File: src/pkg/cam_port_pkg.sv
package cam_port_pkg;
    // Clock and timing figures
    localparam int CLK_PERIOD_NSEC    = 10;
    localparam int PIXCLK_PERIOD_NSEC = 40;
    localparam int PIX_HALF           = PIXCLK_PERIOD_NSEC / CLK_PERIOD_NSEC / 2;
    localparam int MS_NSEC            = 1000000;
    localparam int MS_CYCLES          = MS_NSEC / CLK_PERIOD_NSEC;
    localparam int LINE_BLANK_NSEC    = 10000;
    localparam int BLANK_SLOTS        = (LINE_BLANK_NSEC + PIXCLK_PERIOD_NSEC - 1) / PIXCLK_PERIOD_NSEC;
    localparam int ACTIVE_PIXELS    = 2300;
    localparam int ACTIVE_LINES     = 3500;
    localparam logic [11:0] EDGE_LINES     = 12'h004;
    localparam logic [11:0] EDGE_LINES_4X4 = 12'h001;
    // Shutter-to-readout delays in milliseconds
    localparam logic [5:0] SHUT_MS_0 = 6'h01;
    localparam logic [5:0] SHUT_MS_1 = 6'h0A;
    localparam logic [5:0] SHUT_MS_2 = 6'h14;
    localparam logic [5:0] SHUT_MS_3 = 6'h28;
    // Register map
    localparam int          ADDR_W     = 8;
    localparam logic [7:0]  REG_CTRL   = 8'h00;
    localparam logic [7:0]  REG_INTEG  = 8'h04;
    localparam logic [7:0]  REG_STATUS = 8'h08;
    localparam logic [7:0]  REG_FCOUNT = 8'h0C;
    localparam int          CTRL_MODE_LSB   = 0;
    localparam int          CTRL_BIN_LSB    = 2;
    localparam int          CTRL_COLOUR_BIT = 4;
    localparam int          CTRL_SHUT_LSB   = 5;
    localparam logic [31:0] CTRL_RESET      = 32'h0000_0000;
    localparam logic [15:0] INTEG_RESET     = 16'h000A;
    localparam logic [1:0]  RESP_OKAY       = 2'h0;
    localparam logic [1:0]  RESP_SLVERR     = 2'h2;
    localparam logic [1:0]  BIN_1X1         = 2'h0;
    localparam logic [1:0]  BIN_4X4         = 2'h2;

    typedef enum logic [1:0] {
        MODE_FREE = 2'h0,
        MODE_TRIG = 2'h1,
        MODE_WIN  = 2'h2
    } tmode_t;

    typedef enum logic [3:0] {
        ST_WAIT  = 4'h1,
        ST_INTEG = 4'h2,
        ST_SHUT  = 4'h4,
        ST_READ  = 4'h8
    } cam_state_t;
endpackage

File: src/design/cam_video_port.sv
// The register offsets and the AXI4-Lite slave port were chosen for this implementation.
`timescale 1ns/10ps
// Behaviour
// timing input: trigger or integration window
// timing input resampled on line clock
// frame valid high on frame lines
// line valid high on active pixels
// data valid high on valid samples
// pixel value is 12-bit parallel word
// shutter high while open, delayed readout
// colour select chooses next frame colour
// colour identity outputs report current frame
// colour identity in word bits 13:12
// control lines arrive on camera-control pairs
// connector copies combined by AND
// unconnected control inputs read high
// shutter, colour outputs duplicated per connector
// receiver takes pixels when both valids high; the grabber model also needs data valid high
// 25 MHz pixel clock, binning lowers rate
// rising trigger starts integration
// window falling starts, rising stops integration
// colour sampled once per frame
// video changes only on pixel clock fall
module cam_video_port
    import cam_port_pkg::*;
#(
    parameter int ACT_PIXELS = cam_port_pkg::ACTIVE_PIXELS,
    parameter int ACT_LINES  = cam_port_pkg::ACTIVE_LINES,
    parameter int MS_COUNT   = cam_port_pkg::MS_CYCLES
) (
    input  wire logic                             SYS_CLK,
    input  wire logic                             RESETN,
    input  wire logic [cam_port_pkg::ADDR_W-1:0]  AWADDR,
    input  wire logic                             AWVALID,
    output logic                                  AWREADY,
    input  wire logic [31:0]                      WDATA,
    input  wire logic [3:0]                       WSTRB,
    input  wire logic                             WVALID,
    output logic                                  WREADY,
    output logic      [1:0]                       BRESP,
    output logic                                  BVALID,
    input  wire logic                             BREADY,
    input  wire logic [cam_port_pkg::ADDR_W-1:0]  ARADDR,
    input  wire logic                             ARVALID,
    output logic                                  ARREADY,
    output logic      [31:0]                      RDATA,
    output logic      [1:0]                       RRESP,
    output logic                                  RVALID,
    input  wire logic                             RREADY,
    input  wire logic                             TIMING_CONTROL_IN_DIFF,
    input  wire logic                             TIMING_CONTROL_IN_TTL,
    input  wire logic [1:0]                       COLOUR_SELECT_IN_DIFF,
    input  wire logic [1:0]                       COLOUR_SELECT_IN_TTL,
    output logic                                  PIXEL_CLK,
    output logic      [13:0]                      PIXEL_WORD,
    output logic                                  FRAME_VALID,
    output logic                                  LINE_VALID,
    output logic                                  DATA_VALID,
    output logic                                  FRAME_VALID_N,
    output logic                                  LINE_VALID_N,
    output logic                                  SHUTTER_DIFF,
    output logic                                  SHUTTER_TTL,
    output logic      [1:0]                       COLOUR_IDENTITY_OUT_DIFF,
    output logic      [1:0]                       COLOUR_IDENTITY_OUT_TTL
);
    import cam_port_pkg::*;

    localparam int          MS_W     = (MS_COUNT > 1) ? $clog2(MS_COUNT) : 1;
    localparam logic [11:0] LINE_SPAN = 12'(ACT_PIXELS + BLANK_SLOTS);
    localparam logic [11:0] ACT_PIX  = 12'(ACT_PIXELS);
    localparam logic [11:0] ACT_LIN  = 12'(ACT_LINES);
    localparam logic [MS_W-1:0] MS_LAST  = MS_W'(MS_COUNT - 1);
    localparam logic [1:0]  PDIV_LAST = 2'(PIX_HALF - 1);

    typedef struct packed {
        cam_state_t  st;
        logic [1:0]  pdiv;
        logic        pclk;
        logic [11:0] col;
        logic [11:0] row;
        logic [15:0] lcnt;
        logic [MS_W-1:0] mscnt;
        logic [5:0]  dcnt;
        logic        tc_line;
        logic [1:0]  colour;
        logic [13:0] word;
        logic        lval;
        logic        fval;
        logic        dval;
        logic        fval_n;
        logic        lval_n;
        logic        shutter;
        logic [15:0] fcount;
        logic [31:0] ctrl;
        logic [15:0] integ;
        logic        awready;
        logic        wready;
        logic        bvalid;
        logic [1:0]  bresp;
        logic        aw_have;
        logic        w_have;
        logic [7:0]  awaddr;
        logic [31:0] wdata;
        logic [3:0]  wstrb;
        logic        arready;
        logic        rvalid;
        logic [1:0]  rresp;
        logic [31:0] rdata;
    } port_state_t;

    localparam port_state_t S_RESET = '{
        st: ST_WAIT, pdiv: 2'h0, pclk: 1'b0, col: 12'h000, row: 12'h000, lcnt: 16'h0000,
        mscnt: '0, dcnt: 6'h00, tc_line: 1'b1, colour: 2'h0, word: 14'h0000, lval: 1'b0,
        fval: 1'b0, dval: 1'b0, fval_n: 1'b1, lval_n: 1'b1, shutter: 1'b0, fcount: 16'h0000, ctrl: CTRL_RESET,
        integ: INTEG_RESET, awready: 1'b1, wready: 1'b1, bvalid: 1'b0, bresp: RESP_OKAY,
        aw_have: 1'b0, w_have: 1'b0, awaddr: 8'h00, wdata: 32'h0000_0000, wstrb: 4'h0,
        arready: 1'b1, rvalid: 1'b0, rresp: RESP_OKAY, rdata: 32'h0000_0000};

    port_state_t s;
    port_state_t next_s;
    logic [2:0]  ctl_in;
    logic        tc_eff;
    logic [1:0]  sel_eff;
    tmode_t      mode;
    logic [1:0]  bin;
    logic [11:0] bin_mask;
    logic [11:0] edge_lines;
    logic [11:0] last_row;
    logic [5:0]  dly_target;
    logic        slot;
    logic        line_tick;
    logic        ms_tick;
    logic        rise_ev;
    logic        fall_ev;

    function automatic logic [31:0] merge(input logic [31:0] old, input logic [31:0] data,
                                          input logic [3:0] strb);
        logic [31:0] r;
        r = old;
        for (int i = 0; i < 4; i++) begin
            if (strb[i]) begin
                r[i*8 +: 8] = data[i*8 +: 8];
            end
        end
        return r;
    endfunction

    // ==========================================
    // Control inputs
    // camera-control pair copies
    cam_input_and #(.W(3)) u_ctl_in (
        .clk    (SYS_CLK),
        .rst_n  (RESETN),
        .copy_a ({COLOUR_SELECT_IN_DIFF, TIMING_CONTROL_IN_DIFF}),
        .copy_b ({COLOUR_SELECT_IN_TTL, TIMING_CONTROL_IN_TTL}),
        .merged (ctl_in)
    );
    assign tc_eff  = ctl_in[0];
    assign sel_eff = ctl_in[2:1];

    // ==========================================
    // Decoded configuration and timing events
    always_comb begin
        mode       = tmode_t'(s.ctrl[CTRL_MODE_LSB +: 2]);
        bin        = (s.ctrl[CTRL_BIN_LSB +: 2] > BIN_4X4) ? BIN_4X4 : s.ctrl[CTRL_BIN_LSB +: 2];
        bin_mask   = ~(12'hFFF << bin);
        edge_lines = (bin == BIN_4X4) ? EDGE_LINES_4X4 : EDGE_LINES;
        last_row   = (edge_lines << 1) + (ACT_LIN >> bin) - 12'h001;
        case (s.ctrl[CTRL_SHUT_LSB +: 2])
            2'h0:    dly_target = SHUT_MS_0;
            2'h1:    dly_target = SHUT_MS_1;
            2'h2:    dly_target = SHUT_MS_2;
            default: dly_target = SHUT_MS_3;
        endcase
        // data moves on pixel clock fall
        slot      = (s.pdiv == PDIV_LAST) && s.pclk;
        line_tick = slot && (s.col == LINE_SPAN - 12'h001);
        ms_tick   = (s.mscnt == MS_LAST);
        // edges seen on line clock
        rise_ev   = line_tick && tc_eff && !s.tc_line;
        fall_ev   = line_tick && !tc_eff && s.tc_line;
    end

    // ==========================================
    // Next state
    always_comb begin
        next_s = s;
        // AXI write: address and data in either order
        if (AWVALID && s.awready) begin
            next_s.aw_have = 1'b1;
            next_s.awaddr  = AWADDR;
            next_s.awready = 1'b0;
        end
        if (WVALID && s.wready) begin
            next_s.w_have = 1'b1;
            next_s.wdata  = WDATA;
            next_s.wstrb  = WSTRB;
            next_s.wready = 1'b0;
        end
        if (next_s.aw_have && next_s.w_have && !s.bvalid) begin
            next_s.bvalid  = 1'b1;
            next_s.bresp   = RESP_OKAY;
            next_s.aw_have = 1'b0;
            next_s.w_have  = 1'b0;
            case (next_s.awaddr)
                REG_CTRL:   next_s.ctrl = merge(s.ctrl, next_s.wdata, next_s.wstrb);
                REG_INTEG:  next_s.integ = 16'(merge({16'h0000, s.integ}, next_s.wdata, next_s.wstrb));
                REG_STATUS: next_s.bresp = RESP_OKAY;
                REG_FCOUNT: next_s.bresp = RESP_OKAY;
                default:    next_s.bresp = RESP_SLVERR;
            endcase
        end
        if (s.bvalid && BREADY) begin
            next_s.bvalid  = 1'b0;
            next_s.awready = 1'b1;
            next_s.wready  = 1'b1;
        end
        // AXI read
        if (ARVALID && s.arready) begin
            next_s.arready = 1'b0;
            next_s.rvalid  = 1'b1;
            next_s.rresp   = RESP_OKAY;
            case (ARADDR)
                REG_CTRL:   next_s.rdata = s.ctrl;
                REG_INTEG:  next_s.rdata = {16'h0000, s.integ};
                REG_STATUS: next_s.rdata = {24'h000000, s.fval, tc_eff, s.colour, s.st};
                REG_FCOUNT: next_s.rdata = {16'h0000, s.fcount};
                default: begin
                    next_s.rdata = 32'h0000_0000;
                    next_s.rresp = RESP_SLVERR;
                end
            endcase
        end
        if (s.rvalid && RREADY) begin
            next_s.rvalid  = 1'b0;
            next_s.arready = 1'b1;
        end

        // fixed 25 MHz pixel clock
        if (s.pdiv == PDIV_LAST) begin
            next_s.pdiv = 2'h0;
            next_s.pclk = !s.pclk;
        end else begin
            next_s.pdiv = s.pdiv + 2'h1;
        end
        if (slot) begin
            next_s.col = line_tick ? 12'h000 : s.col + 12'h001;
        end
        if (line_tick) begin
            next_s.tc_line = tc_eff;
        end
        next_s.mscnt = ms_tick ? '0 : s.mscnt + MS_W'(1);

        case (s.st)
            ST_WAIT: begin
                // start by timing mode
                if (line_tick && ((mode == MODE_FREE) || (mode == MODE_TRIG && rise_ev) ||
                                  (mode == MODE_WIN && fall_ev))) begin
                    next_s.st   = ST_INTEG;
                    next_s.lcnt = 16'h0000;
                    // colour taken once per frame
                    next_s.colour = s.ctrl[CTRL_COLOUR_BIT] ? sel_eff : 2'h0;
                end
            end
            ST_INTEG: begin
                if (mode == MODE_WIN) begin
                    // window rise ends integration
                    if (rise_ev) begin
                        next_s.st = ST_SHUT;
                    end
                end else if (line_tick) begin
                    next_s.lcnt = s.lcnt + 16'h0001;
                    if (next_s.lcnt >= s.integ) begin
                        next_s.st = ST_SHUT;
                    end
                end
                next_s.dcnt  = 6'h00;
                next_s.mscnt = '0;
            end
            ST_SHUT: begin
                // readout after chosen delay
                if (ms_tick && s.dcnt != dly_target) begin
                    next_s.dcnt = s.dcnt + 6'h01;
                end
                if (s.dcnt == dly_target && line_tick) begin
                    next_s.st  = ST_READ;
                    next_s.row = 12'h000;
                end
            end
            ST_READ: begin
                if (line_tick) begin
                    if (s.row == last_row) begin
                        next_s.st     = ST_WAIT;
                        next_s.fcount = s.fcount + 16'h0001;
                    end else begin
                        next_s.row = s.row + 12'h001;
                    end
                end
            end
            default: next_s.st = ST_WAIT;
        endcase

        if (slot) begin
            // active pixels of a line
            next_s.lval = (next_s.st == ST_READ) && (next_s.col < ACT_PIX);
            // lines inside the frame
            next_s.fval = (next_s.st == ST_READ) && (next_s.row >= edge_lines) &&
                          (next_s.row < edge_lines + (ACT_LIN >> bin));
            // one valid sample per binned pixel
            next_s.dval = ((next_s.col & bin_mask) == 12'h000);
            // twelve-bit ramp as pixel value
            next_s.word[11:0] = next_s.lval ? (next_s.col >> bin) : 12'h000;
            next_s.fval_n     = !next_s.fval;
            next_s.lval_n     = !next_s.lval;
        end
        // colour identity in word and pins
        next_s.word[13:12] = next_s.colour;
        // shutter open during integration
        next_s.shutter = (next_s.st == ST_INTEG);
    end

    always_ff @(posedge SYS_CLK or negedge RESETN) begin
        if (!RESETN) begin
            s <= S_RESET;
        end else begin
            s <= next_s;
        end
    end

    // ==========================================
    // Outputs
    assign AWREADY    = s.awready;
    assign WREADY     = s.wready;
    assign BVALID     = s.bvalid;
    assign BRESP      = s.bresp;
    assign ARREADY    = s.arready;
    assign RVALID     = s.rvalid;
    assign RRESP      = s.rresp;
    assign RDATA      = s.rdata;
    assign PIXEL_CLK  = s.pclk;
    assign PIXEL_WORD = s.word;
    assign FRAME_VALID   = s.fval;
    assign LINE_VALID    = s.lval;
    assign DATA_VALID    = s.dval;
    assign FRAME_VALID_N = s.fval_n;
    assign LINE_VALID_N  = s.lval_n;
    // same flops feed both connectors
    assign SHUTTER_DIFF  = s.shutter;
    assign SHUTTER_TTL   = s.shutter;
    assign COLOUR_IDENTITY_OUT_DIFF = s.colour;
    assign COLOUR_IDENTITY_OUT_TTL  = s.colour;
endmodule

File: src/design/cam_input_and.sv
`timescale 1ns/10ps
module cam_input_and #(
    parameter int W = 3
) (
    input  wire logic         clk,
    input  wire logic         rst_n,
    input  wire logic [W-1:0] copy_a,
    input  wire logic [W-1:0] copy_b,
    output logic      [W-1:0] merged
);
    typedef struct packed {
        logic [W-1:0] a1;
        logic [W-1:0] a2;
        logic [W-1:0] b1;
        logic [W-1:0] b2;
        logic [W-1:0] y;
    } sync_t;

    sync_t s;
    sync_t next_s;

    always_comb begin
        next_s    = s;
        next_s.a1 = copy_a;
        next_s.a2 = s.a1;
        next_s.b1 = copy_b;
        next_s.b2 = s.b1;
        // two copies ANDed
        next_s.y  = s.a2 & s.b2;
    end

    // idle inputs read high
    always_ff @(posedge clk or negedge rst_n) begin
        if (!rst_n) begin
            s <= '1;
        end else begin
            s <= next_s;
        end
    end

    assign merged = s.y;
endmodule

File: config.mk
export PLATFORM = sky130hd
export DESIGN_NAME = cam_video_port
export DESIGN_NICKNAME = d
export VERILOG_FILES = /design/src/pkg/cam_port_pkg.sv /design/src/design/cam_video_port.sv /design/src/design/cam_input_and.sv
export SDC_FILE = /design/constraint.sdc
export NUM_CORES = 1
export LEC_CHECK = 0
export BUFFER_PORTS_ARGS = -buffer_cell sky130_fd_sc_hd__buf_4
export CORE_MARGIN = 1.5
export CORE_UTILIZATION = 45
export CTS_BUF_LIST = sky130_fd_sc_hd__clkbuf_4
export DETAILED_ROUTE_END_ITERATION = 7
export GPL_ROUTABILITY_DRIVEN = 0
export PLACE_DENSITY_LB_ADDON = 0.12
export SYNTH_ARGS = -nofsm -noshare
export SYNTH_HDL_FRONTEND = slang
export SYNTH_HIERARCHICAL = 1
export SYNTH_SLANG_ARGS = --single-unit
File: constraint.sdc
create_clock -name SYS_CLK -period 3.5 [get_ports SYS_CLK]
set_input_delay 0.35 -clock SYS_CLK [delete_from_list [all_inputs] [get_ports SYS_CLK]]
set_output_delay 0.35 -clock SYS_CLK [all_outputs]
set_load 0.01 [all_outputs]
==> metrics <==
Max Fanout on Critical Path 5; CTS tree built; commonest non-fill, non-tap cell in the layout dfrtp_1; hold worst-path end RDATA[15]$_DFFE_PN0P_; Pleak roughly 7.7 nW; Tcrit/Tclk final 96.4%; DRC viols 0; Synth async-reset ratio 100%; clock-pin slew of the registers on the worst-case setup and hold paths 0.07 ns; Synth top area share approximately 45%; slowest stage delay, CP around 0.48 ns; cells taking the most area after synthesis dfrtp_1 (45%), dfstp_2 (5.0%), mux2_2 (4.0%), ha_1 (3.5%), buf_4 (3.4%); Final Hold Fails 0; headroom to the max-slew limit between 40 and 50%; via/cell ratio between 5 and 6; Final Max Slew Viols 0; Worst R2R Start s[106]$_DFFE_PN0P_; Critical Path Start Type register; Multi-input gate area around 5500 sq um; Final min period 3.37 ns; status completed; Cell Area, Synth 12700 sq um; Design Power between 7 and 8 mW; Unique masters post-synth between 70 and 80; Setup Crit Path Kind reg -> reg; CTS Buf Count between 70 and 80; HPWL after detailed placement around 21000 microns; die height between 150 and 200 microns; final worst slack around 0.13 ns; antenna violations before repair 1; initial DRC count 716; Synth Register Bits between 200 and 300; site row count 61; R2R cell count 17; HP Class in -> reg; Longest Clk Path Bufs 3; main combinational cell family by area after synthesis simple AND/OR/NAND/NOR gates; adder-cell area share of the yosys netlist around 3.5%; RSZ-0062 raised after global routing true; via count 9741; PortBufs about 130; Worst Clk Skew 0.0550 ns; MaxCap Viol Count 0; vias in the first global route 9753; Post-synth EDFFs 0; worst min-delay path startpoint ARADDR[4]; Post-DRT Antenna Nets 0; gr ovfl total 0; area share of and/or/nand/nor cells after synthesis 15.7%; worst-margin pin slew between 0.8 and 0.9 ns; Hold Path Cell Cnt 4; yosys warns 6; FF-to-FF setup slack approximately 0.13 ns; share of layout cells above drive strength 1 between 20% and 30%; root buffer cell clkbuf_4; critical path required time between 4 and 5 ns; Peak VDD IR between 0.15 and 0.2 mV; largest net degree at the start of global routing 92; clk sinks 255; first-pass GRT wire length between 40000 and 50000 microns; syn avg cell area ~10 sq um; CP max-delay cell dfrtp_2; register area 6420 sq um; Wirelength per Cell ~16 microns; CP Cell Sequence buf_4 -> and3b_1 -> o22ai_2 -> a2111oi_4 -> nand2b_4 -> nor2_1 -> a21oi_1 -> a31oi_1 -> ha_1 -> o21a_1 -> o21a_1 -> o211ai_1 -> a21oi_1 -> o21ai_1 -> nand4_1 -> a41oi_2 -> a21o_1; final wirelength about 30000 microns; IO Count roughly 130; Yosys top cell by area dfrtp_1; Die ar. 29300 sq um; worst r2r dst FRAME_VALID$_DFFE_PN0P_; Cell Area, Placed between 10000 and 15000 sq um; arrival time worst endpoint 3.97 ns; Hold WS between 0.2 and 0.25 ns; GR Util All Layers a little over a fifth; Die X roughly 170 microns; main flop type after synthesis dfrtp_1; Synth Area in Compound Gates between 10% and 20%; Clk Latency, worst-skew pair 0.70 ns; xor and xnor area share after synthesis 3.99%; Seq/Total Area, Yosys about half; H-Tree Depth 3; filler cell count 2546; DR pass1 iterations 5; Finished Cell Area between 15000 and 20000 sq um; Layout area overhead 22.9%; Fmax around 300 MHz; Pwr per Cell Area between 400 and 500 nW/um^2; initial core utilization between 40% and 50%; Worst Setup End Kind register; Final setup viols 0; most frequent cells in the layout dfrtp_1 (227), buf_4 (182), nor2_1 (116), clkbuf_4 (116), nand2_1 (105); Synth Instances about 1200; core area 27800 sq um; Nets ~1500; multiplexer share of the synthesized area under 10%; dpl ws -0.00167 ns
==> how the worst max path moves through the flow <==
| stage | end | depth (start not counted) | start |
|---|---|---|---|
| 6_report | FRAME_VALID$_DFFE_PN0P_ | 17 | s[106]$_DFFE_PN0P_ |
| 5_1_grt | FRAME_VALID$_DFFE_PN0P_ | 16 | s[106]$_DFFE_PN0P_ |
| 4_1_cts | s[241]$_DFF_PN0_ | 14 | s[199]$_DFFE_PN0P_ |
| 3_5_place_dp | FRAME_VALID$_DFFE_PN0P_ | 16 | s[218]$_DFF_PN0_ |
| 3_3_place_gp | SHUTTER_DIFF$_DFF_PN0_ | 14 | s[199]$_DFFE_PN0P_ |
| 2_1_floorplan | FRAME_VALID$_DFFE_PN0P_ | 18 | s[234]$_DFF_PN0_ |
==> per-layer routing <==
metal	part of all wire [%]	up-vias	track usage (%)
met5	0	-	0
met2	47	264	34.6
met3	5.5	57	3.89
li1	-	4728	-
met1	45	4692	27.9
met4	2.1	0	7.40
==> logic make-up after synthesis <==
group / after synthesis
AOI/OAI and AO/OA: 230
xor gates and xnor gates: 58
adders and majority gates: 36
buffers and inverters: 169
DFF: 255
muxes: 84
other: 1
and+or+nand+nor: 400
==> state kept, by name, summed over array words and instances, names as in the netlist, 2 cells and up <==
name             count
s                  178
RDATA               32
PIXEL_WORD          14
u_ctl_in/next_s      6
u_ctl_in/s           6
u_ctl_in/merged      3
mode                 2
==> critical path: cells and delay by family (launching register included) <==
kind | cells | cell delay [ns]
adder cells (fa/ha/maj) | 1 | 0.32
flip-flops | 1 | 0.48
buffers and inverters | 1 | 0.17
AO/OA/AOI/OAI | 11 | 1.71
AND/OR/NAND/NOR | 4 | 0.62
==> final cells by class <==
type | count | area share [%]
sequential | 255 | 41.0
multi-input combinational | 810 | 35.4
timing repair buffer | 245 | 13.0
clock buffer | 116 | 5.57
tap | 378 | 3.02
inverter | 55 | 1.32
clock inverter | 17 | 0.640
antenna | 1 | 0.0160
==> synth_stat cells (9+ instances only) <==
library cell,number
nor3_1,14
nor2b_1,9
mux2i_1,31
inv_1,55
buf_4,58
dfstp_2,24
and3_1,21
o21ai_0,45
mux2_2,45
dfrtp_1,231
a21oi_1,74
a21o_1,11
a22o_1,26
nand3_1,45
nor2_1,116
clkbuf_1,38
o21ai_1,24
nand2_1,106
buf_2,12
xnor2_1,20
ha_1,36
xor2_1,38
nand4_1,21
==> timing repair <==
item,in CTS,in global routing
setup endpoints to repair,2,5
buffers inserted,0,4
hold buffers,58,0
pin swaps,0,2
resized for setup,2,24
hold endpoints to repair,156,0
==> metrics by stage <==
stage,utilization (%),TNS [ns],std cells
4_1_cts,55.8,0,1872
5_1_grt,56.3,-0.0940,1877
3_5_place_dp,50.2,-0.00167,1681
2_1_floorplan,-,0,1234
6_report,56.3,0,1877
3_3_place_gp,50.2,0,1681
==> power breakdown <==
part	total (mW)	internal (mW)	leakage (nW)	switching [mW]
logic	1.39	0.664	3.74	0.725
clock network	2.81	1.52	0.582	1.29
registers	3.53	3.35	3.34	0.183
Power figures use the tool's default switching activity.
